--- src/hw/sceh_pkg.sv ---
/*
 * Constants shared by the communication error handler and its bench.
 * Assumes one 25 MHz clock and a frame front end on the same clock.
 */
`default_nettype none
package sceh_pkg;
	// Status register address and layout.
	localparam logic [15:0] ERR_STATUS_ADDR  = 16'h0219;
	localparam logic [7:0]  ERR_STATUS_RESET = 8'h00;
	localparam int          FLAG_W           = 7;
	localparam int          BIT_FRAMING      = 0;
	localparam int          BIT_HEADER       = 1;
	localparam int          BIT_RW_PARITY    = 2;
	localparam int          BIT_LEN_PARITY   = 3;
	localparam int          BIT_CHECKSUM     = 4;
	localparam int          BIT_TIMEOUT      = 5;
	localparam int          BIT_RW_DATA      = 6;

	// Field timing; the field time is a plain default.
	localparam int CLK_PERIOD_NS  = 40;
	localparam int FIELD_TIME_NS  = 40000;
	localparam int FIELD_CYCLES   = (FIELD_TIME_NS + CLK_PERIOD_NS - 1) / CLK_PERIOD_NS;
	localparam int GAP_FIELDS     = 3;
	localparam int RECOVER_FIELDS = 4;

	typedef enum logic [1:0] {
		ST_STANDBY = 2'b00,
		ST_COMM    = 2'b01,
		ST_ERROR   = 2'b10
	} sceh_state_e;
endpackage : sceh_pkg
`default_nettype wire

--- src/hw/sceh_span_timer.sv ---
/*
 * Span timer: counts consecutive cycles of a run level and flags once the
 * count is longer than a limit. Assumes run is a level on the same clock.
 */
`timescale 1ns/1ns
`default_nettype none
module sceh_span_timer #(
	parameter int W     = 16,
	parameter int LIMIT = 1000
) (
	// Clock and reset.
	input  wire logic ref_clk,
	input  wire logic rst,
	// Timing.
	input  wire logic run,
	output logic      expired
);
	logic [W-1:0] count_r;
	logic [W-1:0] count_nxt;

	// The count must reach LIMIT + 1 without wrapping.
	if (LIMIT < 1 || LIMIT + 1 >= (1 << W)) begin : g_bad_limit
		$error("sceh_span_timer: LIMIT does not fit W");
	end

	// Saturating so the flag stays up while run holds.
	always_comb begin
		count_nxt = count_r;
		if (!run) begin
			count_nxt = '0;
		end else if (!expired) begin
			count_nxt = count_r + W'(1);
		end
	end

	always_ff @(posedge ref_clk) begin
		if (rst) begin
			count_r <= '0;
		end else begin
			count_r <= count_nxt;
		end
	end

	assign expired = (count_r > W'(LIMIT));
endmodule : sceh_span_timer
`default_nettype wire

--- src/hw/sceh_error_handler.sv ---
/*
 * Communication error handler of the one-wire configuration link.
 * Assumes a frame front end on ref_clk that pulses the field events below,
 * and a raw line pin that is synchronised here.
 */
`timescale 1ns/1ns
`default_nettype none
module sceh_error_handler
	import sceh_pkg::*;
#(
	parameter int FIELD_CYC = sceh_pkg::FIELD_CYCLES
) (
	// Clock and reset.
	input  wire logic                ref_clk,
	input  wire logic                rst,
	// Raw link line.
	input  wire logic                line_in,
	// Field events from the frame front end.
	input  wire logic                frame_start,
	input  wire logic                field_done,
	input  wire logic                frame_end,
	input  wire logic                evt_header_bad,
	input  wire logic                evt_rw_parity_bad,
	input  wire logic                evt_len_parity_bad,
	input  wire logic                evt_rw_reserved_nz,
	input  wire logic                evt_stop_low,
	// Write chunk checks.
	input  wire logic                wr_chunk_valid,
	input  wire logic                wr_chunk_csum_ok,
	// Status register read.
	input  wire logic                rd_req,
	input  wire logic [15:0]         rd_addr,
	input  wire logic                rd_single,
	// Results.
	output logic                     wr_commit,
	output logic                     rd_suppress,
	output logic                     xfer_abort,
	output logic [7:0]               rd_data,
	output sceh_pkg::sceh_state_e    link_state
);
	localparam int TW = 16;

	// The longer of the two spans must fit the timer width.
	if (FIELD_CYC < 1 || RECOVER_FIELDS * FIELD_CYC + 1 >= (1 << TW)) begin : g_bad_field_cyc
		$error("sceh_error_handler: FIELD_CYC out of range");
	end

	logic              line_s1_r;
	logic              line_s2_r;
	sceh_state_e       state_r;
	sceh_state_e       state_nxt;
	logic [FLAG_W-1:0] flags_r;
	logic [FLAG_W-1:0] flags_nxt;
	logic [FLAG_W-1:0] set_vec;
	logic              discard_r;
	logic              discard_nxt;
	logic              commit_r;
	logic              commit_nxt;
	logic              abort_r;
	logic              abort_nxt;
	logic [7:0]        rd_data_r;
	logic [7:0]        rd_data_nxt;
	logic              gap_expired;
	logic              rec_expired;
	logic              fatal;
	logic              live;
	logic              status_hit;
	logic              clear_req;

	always_ff @(posedge ref_clk) begin
		if (rst) begin
			line_s1_r <= 1'b1;
			line_s2_r <= 1'b1;
		end else begin
			line_s1_r <= line_in;
			line_s2_r <= line_s1_r;
		end
	end

	sceh_span_timer #(.W(TW), .LIMIT(GAP_FIELDS * FIELD_CYC)) u_gap (
		.ref_clk (ref_clk),
		.rst     (rst),
		.run     ((state_r == ST_COMM) && !field_done),
		.expired (gap_expired)
	);

	sceh_span_timer #(.W(TW), .LIMIT(RECOVER_FIELDS * FIELD_CYC)) u_rec (
		.ref_clk (ref_clk),
		.rst     (rst),
		.run     ((state_r == ST_ERROR) && line_s2_r),
		.expired (rec_expired)
	);

	assign live       = (state_r != ST_ERROR);
	assign status_hit = rd_req && (rd_addr == ERR_STATUS_ADDR);
	assign clear_req  = status_hit && rd_single;

	always_comb begin
		set_vec = '0;
		set_vec[BIT_FRAMING]    = live && evt_stop_low;
		set_vec[BIT_HEADER]     = live && evt_header_bad;
		set_vec[BIT_RW_PARITY]  = live && evt_rw_parity_bad;
		set_vec[BIT_LEN_PARITY] = live && evt_len_parity_bad;
		set_vec[BIT_CHECKSUM]   = (state_r == ST_COMM) && wr_chunk_valid && !wr_chunk_csum_ok
			&& !discard_r;
		set_vec[BIT_TIMEOUT]    = (state_r == ST_COMM) && gap_expired;
		set_vec[BIT_RW_DATA]    = live && evt_rw_reserved_nz;
	end

	assign fatal = |set_vec[BIT_CHECKSUM:BIT_FRAMING];

	always_comb begin
		state_nxt   = state_r;
		discard_nxt = discard_r;
		abort_nxt   = 1'b0;
		case (state_r)
			ST_STANDBY: begin
				discard_nxt = 1'b0;
				if (fatal) begin
					state_nxt = ST_ERROR;
					abort_nxt = 1'b1;
				end else if (frame_start) begin
					state_nxt = ST_COMM;
				end
			end
			ST_COMM: begin
				if (set_vec[BIT_RW_DATA]) begin
					discard_nxt = 1'b1;
				end
				if (fatal) begin
					state_nxt = ST_ERROR;
					abort_nxt = 1'b1;
				end else if (set_vec[BIT_TIMEOUT]) begin
					state_nxt = ST_STANDBY;
					abort_nxt = 1'b1;
				end else if (frame_end) begin
					state_nxt = ST_STANDBY;
				end
			end
			ST_ERROR: begin
				if (rec_expired) begin
					state_nxt   = ST_STANDBY;
					discard_nxt = 1'b0;
				end
			end
			default: begin
				state_nxt = ST_STANDBY;
			end
		endcase
	end

	always_comb begin
		commit_nxt = (state_r == ST_COMM) && wr_chunk_valid && wr_chunk_csum_ok
			&& !discard_r && !fatal && !gap_expired;
		flags_nxt = (clear_req ? {FLAG_W{1'b0}} : flags_r) | set_vec;
		rd_data_nxt = rd_data_r;
		if (status_hit) begin
			rd_data_nxt = {1'b0, flags_r};
		end
	end

	always_ff @(posedge ref_clk) begin
		if (rst) begin
			state_r   <= ST_STANDBY;
			flags_r   <= ERR_STATUS_RESET[FLAG_W-1:0];
			discard_r <= 1'b0;
			commit_r  <= 1'b0;
			abort_r   <= 1'b0;
			rd_data_r <= ERR_STATUS_RESET;
		end else begin
			state_r   <= state_nxt;
			flags_r   <= flags_nxt;
			discard_r <= discard_nxt;
			commit_r  <= commit_nxt;
			abort_r   <= abort_nxt;
			rd_data_r <= rd_data_nxt;
		end
	end

	assign wr_commit   = commit_r;
	assign xfer_abort  = abort_r;
	assign rd_suppress = discard_r;
	assign rd_data     = rd_data_r;
	assign link_state  = state_r;
endmodule : sceh_error_handler
`default_nettype wire

--- config.mk ---
export PLATFORM = sky130hd
export DESIGN_NAME = sceh_error_handler
export DESIGN_NICKNAME = d
export VERILOG_FILES = /design/src/hw/sceh_pkg.sv /design/src/hw/sceh_span_timer.sv /design/src/hw/sceh_error_handler.sv
export SDC_FILE = /design/constraint.sdc
export NUM_CORES = 1
export LEC_CHECK = 0
export ABC_AREA = 1
export BUFFER_PORTS_ARGS = -buffer_cell sky130_fd_sc_hd__buf_2
export CAP_MARGIN = 20
export CORE_AREA = 2 2 94 96
export DETAILED_ROUTE_END_ITERATION = 8
export DIE_AREA = 0 0 96 98
export PLACE_DENSITY = 0.49
export SETUP_SLACK_MARGIN = 0.02
export SLEW_MARGIN = 5
export SYNTH_ARGS = -nofsm -noshare
export SYNTH_HDL_FRONTEND = slang
export SYNTH_SLANG_ARGS = --single-unit
--- constraint.sdc ---
create_clock -name ref_clk -period 3.1 [get_ports ref_clk]
set_input_delay 0.775 -clock ref_clk [delete_from_list [all_inputs] [get_ports ref_clk]]
set_output_delay 0.775 -clock ref_clk [all_outputs]
set_load 0.01 [all_outputs]
==> flow_summary.json, run 1 <==
{
  "r2r-end": "xfer_abort",
  "fillers": 935,
  "dieWidth_microns": 96,
  "wl_per_cell_microns": 10.8,
  "cpMostUsedCell": "inv_1",
  "ff2ff_path_depth": 7,
  "post-route-period-util": 0.606,
  "rsz0062_at_grt": "no",
  "cap_violations": 0,
  "overflow": 0,
  "num_antenna_cells": 0,
  "ys_ff_latch": 53,
  "endpoint_kind": "register",
  "finalHoldViolCount": 0,
  "ctsHtreeMaxLevel": 2,
  "syn_nets": 389,
  "wl_met3_microns": 151,
  "wl_met2_microns": 2490,
  "path_clk_slew_ns": 0.10,
  "cp_slowest_stage_delay_ns": 0.44,
  "clk-insertion-delay-late_ns": 0.31,
  "cts.sinks": 53,
  "min_path_type": "reg -> reg",
  "status": "finished clean",
  "grt_usage": 0.121,
  "io_pins": 44,
  "top_layer": "met4",
  "cts.repair.resized": 0,
  "relSlewSlack": 0.626,
  "gp_congestion": 0.832,
  "synth_cells": 354,
  "tritoncts": "yes",
  "remaining_drc_errors": 0,
  "worst_slew_pin_slew_ns": 0.559,
  "crit_path_start_kind": "input pin",
  "fin_area_sq_um": 2870,
  "coreArea_sq_um": 8470,
  "numCtsBuffers": 5,
  "cts_setup_buffers": 0,
  "path_class": "in -> reg",
  "grt_pass1_wl_microns": 9200,
  "start_util": 0.293,
  "worst-path-max-fanout": 15,
  "die_h_microns": 98,
  "synth.distinct_cells": 30,
  "cts_hold_buf": 0,
  "hpwl_microns": 4160,
  "leakage_nw": 1.15,
  "vias_per_cell": 4.38,
  "dieArea_sq_um": 9410,
  "area_growth_pct": 15.6,
  "r2r_slack_ns": 1.36,
  "r2r-start": "u_gap.count_r[0]",
  "ir_worst_vdd_uv": 173,
  "min-delay-start": "line_s1_r",
  "period_minus_slack_ns": 1.88,
  "drt_iter0_drc": 75,
  "cts_buffer_depth": 2,
  "grt_max_degree": 18,
  "portBuffers": 42,
  "vias": 2211,
  "avgSynthCellArea_sq_um": 7.02,
  "setup_tns_ns": 0,
  "drt-pass1-iter-count": 4,
  "ys_warn_count": 0,
  "seq_area_frac_synth": 0.427,
  "grt_pass1_vias": 2125,
  "finalMaxSlewViolations": 0,
  "drt-total-wl_microns": 5430,
  "drtAntennaViolNets": 0,
  "holdPathStages": 1,
  "pwr_density_cell_nw_per_um2": 416,
  "hold_ws_ns": 0.426,
  "finish.net_count": 431,
  "arrival_ns": 2.11,
  "post_dp_cell_area_sq_um": 2780,
  "finalClockSkew_ns": 0.0144,
  "antenna_found_initial": 0,
  "fmax_mhz": 533,
  "drive_above_1_share": 0.171,
  "setup_violations": 0,
  "hold_end": "line_s2_r",
  "crit_path_cell_trace": "buf_2, inv_1, nand3_1, inv_1, o21ai_0, a21oi_1",
  "syn_area_sq_um": 2480,
  "rows": 34,
  "slowest_stage": "nand3_1",
  "required_ns": 3.34,
  "cts-root-buf": "clkbuf_8",
  "wl_met1_microns": 2740
}
==> area by class of cell <==
type | instances | area [sq um] | area share
timing repair buffer | 42 | 210 | 0.0732
clock inverter | 3 | 21.3 | 0.00741
inverter | 48 | 180 | 0.0628
sequential | 53 | 1060 | 0.370
tap | 108 | 135 | 0.0471
multi-input combinational | 246 | 1190 | 0.416
clock buffer | 5 | 68.8 | 0.0240
==> logic make-up after synthesis <==
group,share of synthesized area
compound gates,0.104
xor+xnor,0.0353
fa+ha+maj,0.0202
buf+inv,0.0922
flops,0.427
other cells,0.00151
simple gates,0.319
==> routing by layer <==
layer | vias up | GRT usage
li1 | 1201 | -
met1 | 989 | 0.163
met2 | 17 | 0.193
met3 | 4 | 0.0278
met4 | 0 | 0.0319
met5 | - | 0
==> synth_stat cells <==
| library cell | number | share of area |
|---|---|---|
| nand2_4 | 1 | 0.0045 |
| nor4_1 | 1 | 0.0025 |
| o21ai_0 | 16 | 0.032 |
| nor3_1 | 17 | 0.034 |
| o21a_1 | 1 | 0.0030 |
| buf_6 | 2 | 0.0091 |
| nand4_1 | 5 | 0.013 |
| o21ai_1 | 1 | 0.0020 |
| nand2_2 | 5 | 0.013 |
| inv_1 | 45 | 0.068 |
| nand3b_1 | 1 | 0.0030 |
| nand3_1 | 16 | 0.032 |
| a21oi_1 | 30 | 0.060 |
| inv_2 | 3 | 0.0045 |
| o21ai_2 | 1 | 0.0035 |
| nor3_2 | 2 | 0.0081 |
| or2_2 | 2 | 0.0050 |
| clkbuf_1 | 3 | 0.0045 |
| nor2_2 | 4 | 0.010 |
| a211oi_1 | 1 | 0.0030 |
| nor3b_1 | 1 | 0.0030 |
| nand2_1 | 77 | 0.12 |
| ha_1 | 4 | 0.020 |
| nor2_1 | 48 | 0.073 |
| or2_0 | 1 | 0.0025 |
| buf_4 | 2 | 0.0060 |
| xor2_1 | 7 | 0.025 |
| conb_1 | 1 | 0.0015 |
| xnor2_1 | 3 | 0.011 |
| dfxtp_1 | 53 | 0.43 |
==> placed cells by master (no fill, tap or decap), drive strengths merged <==
master     n
a211oi     1
a21oi     30
buf       42
clkbuf     5
clkinv     1
clkinvlp   1
conb       1
dfxtp     53
ha         4
inv       49
nand2     83
nand3     16
nand3b     1
nand4      5
nor2      52
nor3      19
nor3b      1
nor4       1
o21a       1
o21ai     18
or2        3
xnor2      3
xor2       7
==> worst max-delay path: cells and delay by family <==
kind            cells  cell delay, ns
compound gates      2            0.23
buf+inv             3            0.66
simple gates        1            0.44
==> flip-flops by register name, indices dropped and copies added, names as in the netlist <==
name / flops
u_rec.count_r: 16
line_s1_r: 1
xfer_abort: 1
line_s2_r: 1
link_state: 2
rd_data: 7
wr_commit: 1
rd_suppress: 1
flags_r: 7
u_gap.count_r: 16
==> power breakdown <==
part	switching [mW]	total (mW)	internal [mW]
Sequential	0.00951	0.705	0.695
Combinational	0.0583	0.0974	0.0391
Clock	0.232	0.393	0.161
Total	0.300	1.20	0.895
==> per-stage QoR <==
| step | setup WS (ns) | total power [mW] | utilization | cells |
|---|---|---|---|---|
| 6_report | 1.22 | 1.20 | 0.339 | 505 |
| 5_1_grt | 1.03 | 1.26 | 0.339 | 505 |
| 4_1_cts | 1.20 | 1.21 | 0.339 | 505 |
| 3_5_place_dp | 0.884 | 0.819 | 0.328 | 497 |
| 3_3_place_gp | 0.978 | 0.818 | 0.328 | 497 |
| 2_1_floorplan | 1.46 | 0.778 | - | 354 |
==> worst max path at each step <==
stage                start          endpoint  slack [ns]
6_report               rst  u_rec.count_r[0]        1.22
5_1_grt                rst  u_rec.count_r[0]        1.03
2_1_floorplan  rd_addr[10]        rd_data[0]        1.46
4_1_cts                rst  u_rec.count_r[0]        1.20
3_3_place_gp           rst  u_rec.count_r[0]        0.98
3_5_place_dp           rst  u_rec.count_r[0]        0.88
Power figures use the tool's default switching activity.
==> run 2: changes to the inputs <==
==> constraint.sdc (replaced) <==
create_clock -name ref_clk -period 1.75 [get_ports ref_clk]
set_input_delay 0.4375 -clock ref_clk [delete_from_list [all_inputs] [get_ports ref_clk]]
set_output_delay 0.4375 -clock ref_clk [all_outputs]
set_load 0.01 [all_outputs]
==> run 2 against run 1 <==
  * Sequential share of layout area fell by 0.80 points
  * Register-to-register slack got worse by 1.2 ns
  * Clock power rose by 82%
  * Sequential cell count did not move
  * Non-clock buffer count rose by 8
  * Design area rose by 2.2%
  * Wire length fell by 0.29%
  * Critical path type is now reg -> reg
==> flow_summary.json, run 2 (synthesis results as in run 1) <==
{
  "pwr_density_cell_nw_per_um2": 732,
  "p_comb_frac": 0.085,
  "setup_violations": 0,
  "finalHoldViolCount": 0,
  "gp_congestion": 0.798,
  "status": "finished clean",
  "critPathTopFamily": "simple AND/OR/NAND/NOR gates",
  "cts_buffer_depth": 2,
  "hpwl_microns": 4320,
  "grt_pass1_wl_microns": 9740,
  "crit_path_cell_trace": "inv_1, ha_1, nand3_1, nor2_1, nand2_1, nand2_2, nand2_1, nor2_1, nand2_1, a21oi_1",
  "setup_tns_ns": 0,
  "drtAntennaViolNets": 0,
  "layout_commonest_cell": "nand2_1",
  "path_clk_slew_ns": 0.10,
  "p_seq_frac": 0.581,
  "leakage_nw": 1.19,
  "cts_setup_buffers": 0,
  "finish.net_count": 439,
  "cp_slowest_stage_delay_ns": 0.35,
  "p_clk_frac": 0.333,
  "grt_usage": 0.126,
  "vias": 2232,
  "dieWidth_microns": 96,
  "finalClockSkew_ns": 0.0167,
  "switching_share": 0.253,
  "hold_ws_ns": 0.355,
  "cts.sinks": 53,
  "tritoncts": "yes",
  "clk-insertion-delay-late_ns": 0.31,
  "r2r-end": "u_rec.count_r[11]",
  "p_int_mw": 1.60,
  "required_ns": 1.99,
  "regArea_sq_um": 1060,
  "endpoint_kind": "register",
  "area_growth_pct": 18.1,
  "overflow": 0,
  "min-delay-start": "line_in",
  "hold_end": "line_s1_r",
  "final_cell_mix": "77 x nand2_1, 53 x dfxtp_1, 48 x nor2_1",
  "antenna_found_initial": 0,
  "numCtsBuffers": 5,
  "finalMaxSlewViolations": 0,
  "post-route-period-util": 0.890,
  "drt_iter0_drc": 40,
  "worst-path-max-fanout": 6,
  "rows": 34,
  "rsz0062_at_grt": "no",
  "grt_pass1_vias": 2217,
  "crit_path_start_kind": "register",
  "grt_max_degree": 19,
  "arrival_ns": 1.80,
  "global_route.usage.met1": 0.166,
  "coreArea_sq_um": 8470,
  "cpMostUsedCell": "nand2_1",
  "dieArea_sq_um": 9410,
  "r2r_slack_ns": 0.19,
  "cts_hold_buf": 0,
  "globalRoute.busiestLayer": "met2",
  "period_minus_slack_ns": 1.56,
  "slowest_stage": "dfxtp_1",
  "cts-root-buf": "clkbuf_8",
  "num_antenna_cells": 0,
  "use_met3": 0.0270,
  "r2r-start": "u_rec.count_r[0]",
  "crit_cells": 10,
  "ff2ff_path_depth": 10,
  "fillers": 931,
  "vias_per_cell": 4.35,
  "drt-total-wl_microns": 5420,
  "path_class": "reg -> reg",
  "min_path_type": "in -> reg",
  "holdPathStages": 2,
  "p_switching_mw": 0.544,
  "io_pins": 44,
  "reg.largest.list": "u_gap.count_r x16, u_rec.count_r x16",
  "fmax_mhz": 642,
  "cap_violations": 0,
  "drive_above_1_share": 0.188,
  "path_buf_inv": 1,
  "cts.repair.resized": 0,
  "portBuffers": 42,
  "start_util": 0.293,
  "drt-pass1-iter-count": 4,
  "wl_per_cell_microns": 10.6,
  "die_h_microns": 98,
  "ir_worst_vdd_uv": 515,
  "ctsHtreeMaxLevel": 2,
  "grt_util_met2": 0.208,
  "multiInputGateArea_sq_um": 1190,
  "remaining_drc_errors": 0
}
run 2: cell types whose count changed in the layout (fill, tap and decap cells not counted):
cell	delta
inv_6	+1
buf_4	+8
clkinv_2	-1
run 2: power by group through the flow:
stage | combinational, mW | sequential (mW) | clock, mW
CTS | 0.186 | 1.25 | 0.758
global route | 0.211 | 1.25 | 0.802
floorplan | 0.101 | 1.28 | 0
finish | 0.183 | 1.25 | 0.716
global placement | 0.184 | 1.28 | 0
detailed placement | 0.185 | 1.28 | 0
run 2: metal layers:
layer / wire length, microns / share of wire
met3: 150 / 0.028
met1: 2650 / 0.49
met4: 51 / 0.0094
met2: 2560 / 0.47
met5: 0 / 0
run 2: final cells by class:
class                           count  area share
Tap cell                          108      0.0461
Timing Repair Buffer               50      0.0921
Clock buffer                        5      0.0235
Clock inverter                      3     0.00853
Multi-Input combinational cell    246       0.407
Sequential cell                    53       0.362
Inverter                           48      0.0614
run 2: metrics by stage:
step / cell area (sq um) / power (mW) / instances / util / setup slack (ns)
CTS: 2930 / 2.19 / 513 / 0.347 / 0.181
detailed placement: 2840 / 1.46 / 505 / 0.336 / 0.0919
finish: 2930 / 2.15 / 513 / 0.347 / 0.193
global route: 2930 / 2.27 / 513 / 0.347 / 0.0414
global placement: 2840 / 1.46 / 505 / 0.336 / 0.0881
floorplan: 2480 / 1.38 / 354 / - / 0.394
run 2: worst register-to-register path, delay by kind of cell (launching register included):
family                     cells  cell delay (ns)
DFF                            1             0.35
adders and majority gates      1             0.14
buffers and inverters          1             0.08
AOI/OAI and AO/OA              1             0.12
and+or+nand+nor                7             0.78
run 2: worst max-delay path by stage:
stage / slack, ns / endpoint / from
2_1_floorplan: 0.39 / u_rec.count_r[8] / u_rec.count_r[0]
3_3_place_gp: 0.09 / rd_data[1] / rd_addr[10]
3_5_place_dp: 0.09 / rd_data[4] / rd_addr[10]
4_1_cts: 0.18 / u_rec.count_r[11] / u_rec.count_r[0]
5_1_grt: 0.04 / u_rec.count_r[9] / u_rec.count_r[1]
6_report: 0.19 / u_rec.count_r[11] / u_rec.count_r[0]
==> run 3: changes to the inputs <==
--- a/config.mk
+++ b/config.mk
@@ -6,12 +6,12 @@
 export NUM_CORES = 1
 export LEC_CHECK = 0
 export ABC_AREA = 1
-export BUFFER_PORTS_ARGS = -buffer_cell sky130_fd_sc_hd__buf_2
 export CAP_MARGIN = 20
 export CORE_AREA = 2 2 94 96
 export DETAILED_ROUTE_END_ITERATION = 8
 export DIE_AREA = 0 0 96 98
-export PLACE_DENSITY = 0.49
+export DONT_BUFFER_PORTS = 1
+export PLACE_DENSITY = 0.44
 export SETUP_SLACK_MARGIN = 0.02
 export SLEW_MARGIN = 5
 export SYNTH_ARGS = -nofsm -noshare
==> run 3 against run 2 <==
  * Sequential cell count unchanged
  * Count of clock-buffer cells in the layout unchanged
  * Via count down 5.9%
  * Sequential share of layout area up 2.3 points
  * Clock power up 2%
  * Clock skew down 0.0035 ns
  * Combinational power down 23%
  * Fmax up 2.3%
  * Cell count down 7.8%
  * Hold slack worse by 0.18 ns
  * Critical path type unchanged
  * Critical endpoint is now xfer_abort
  * Largest power group unchanged
  * Highest routed layer unchanged
==> flow_summary.json, run 3 (synthesis results as in run 1) <==
{
  "dieWidth_microns": 96,
  "layout_commonest_cell": "nand2_1",
  "finish.net_count": 399,
  "globalRoute.busiestLayer": "met2",
  "gp_congestion": 0.765,
  "p_int_mw": 1.58,
  "ir_worst_vdd_uv": 329,
  "hpwl_microns": 4180,
  "worst-path-max-fanout": 8,
  "path_buf_inv": 2,
  "grt_max_degree": 19,
  "reg.largest.list": "u_gap.count_r x16, u_rec.count_r x16",
  "leakage_nw": 1.03,
  "cts_buffer_depth": 2,
  "critPathTopFamily": "flip-flops",
  "numCtsBuffers": 5,
  "min_path_type": "in -> reg",
  "rsz0062_at_grt": "no",
  "post-route-period-util": 0.870,
  "p_seq_frac": 0.589,
  "crit_path_start_kind": "register",
  "endpoint_kind": "register",
  "area_growth_pct": 11.1,
  "cpMostUsedCell": "nand2_1",
  "wl_per_cell_microns": 11.5,
  "dieArea_sq_um": 9410,
  "rows": 34,
  "clk-insertion-delay-late_ns": 0.31,
  "cts-root-buf": "clkbuf_8",
  "switching_share": 0.257,
  "drtAntennaViolNets": 0,
  "setup_violations": 0,
  "arrival_ns": 1.76,
  "period_minus_slack_ns": 1.52,
  "pwr_density_cell_nw_per_um2": 769,
  "grt_pass1_wl_microns": 9350,
  "fmax_mhz": 657,
  "final_cell_mix": "76 x nand2_1, 53 x dfxtp_1, 48 x nor2_1",
  "antenna_found_initial": 0,
  "p_comb_frac": 0.067,
  "status": "finished clean",
  "remaining_drc_errors": 0,
  "drive_above_1_share": 0.101,
  "finalHoldViolCount": 0,
  "grt_pass1_vias": 2002,
  "slowest_stage": "dfxtp_1",
  "finalMaxSlewViolations": 0,
  "portBuffers": 0,
  "post_dp_cell_area_sq_um": 2630,
  "cts.sinks": 53,
  "path_clk_slew_ns": 0.11,
  "die_h_microns": 98,
  "drt_iter0_drc": 86,
  "design_power_total_mw": 2.12,
  "required_ns": 1.98,
  "io_pins": 44,
  "hold_ws_ns": 0.177,
  "num_antenna_cells": 0,
  "overflow": 0,
  "fillers": 952,
  "coreArea_sq_um": 8470,
  "p_clk_frac": 0.345,
  "drt-total-wl_microns": 5460,
  "finalClockSkew_ns": 0.0132,
  "global_route.usage.met1": 0.170,
  "p_switching_mw": 0.544,
  "vias_per_cell": 4.44,
  "setup_tns_ns": 0,
  "crit_path_cell_trace": "inv_1, ha_1, nand2_1, nand4_1, nand3_1, buf_4, nand2_1, a21oi_1",
  "cp_slowest_stage_delay_ns": 0.43,
  "cap_violations": 0,
  "tritoncts": "yes",
  "start_util": 0.293,
  "postLayoutCoreUtil": 0.326,
  "grt_usage": 0.124,
  "grt_util_met2": 0.189,
  "drt-pass1-iter-count": 4,
  "use_met3": 0.0309,
  "vias": 2100,
  "ctsHtreeMaxLevel": 2,
  "path_class": "reg -> reg",
  "fin_area_sq_um": 2760
}
[run 3: cell types whose count changed in the layout (fill, tap and decap cells not counted), sizes merged]
cell | previous run | this run
buf | 50 | 10
[run 3: through the flow]
stage	std cells	setup slack [ns]
2_1_floorplan	354	0.394
3_3_place_gp	463	0.174
3_5_place_dp	463	0.120
4_1_cts	471	0.125
5_1_grt	473	0.0311
6_report	473	0.228
[run 3: power by group through the flow]
stage          Combinational [mW]  Sequential, mW  Clock [mW]
2_1_floorplan               0.101            1.28           0
3_3_place_gp                0.142            1.28           0
3_5_place_dp                0.143            1.28           0
4_1_cts                     0.144            1.25       0.780
5_1_grt                     0.167            1.25       0.816
6_report                    0.141            1.25       0.731
[run 3: timing repair]
item | in CTS | in global routing
setup buffers | 0 | 2
hold buffers | 0 | 0
endpoints found under the setup margin | 0 | 6
gates resized for setup | 0 | 3
[run 3: path summary, 6_finish.rpt]
check,startpoint,to,slack [ns],cells past startpoint
setup reg to reg,u_gap.count_r[0],xfer_abort,0.23,8
hold reg to reg,line_s1_r,line_s2_r,0.42,1
hold / removal,rst,flags_r[0],0.18,1
setup / recovery,u_gap.count_r[0],xfer_abort,0.23,8
[run 3: routing by layer]
| metal | wire (microns) | part of all wire |
|---|---|---|
| met2 | 2420 | 0.44 |
| met5 | 0 | 0 |
| met4 | 58 | 0.011 |
| met3 | 180 | 0.033 |
| met1 | 2800 | 0.51 |
[run 3: layout make-up]
type | instances | area, sq um | area share
clock inverter | 3 | 25.0 | 0.00907
timing repair buffer | 10 | 87.6 | 0.0317
clock buffer | 5 | 68.8 | 0.0249
tap | 108 | 135 | 0.0490
multi-input combinational | 246 | 1200 | 0.435
sequential | 53 | 1060 | 0.385
inverter | 48 | 180 | 0.0653
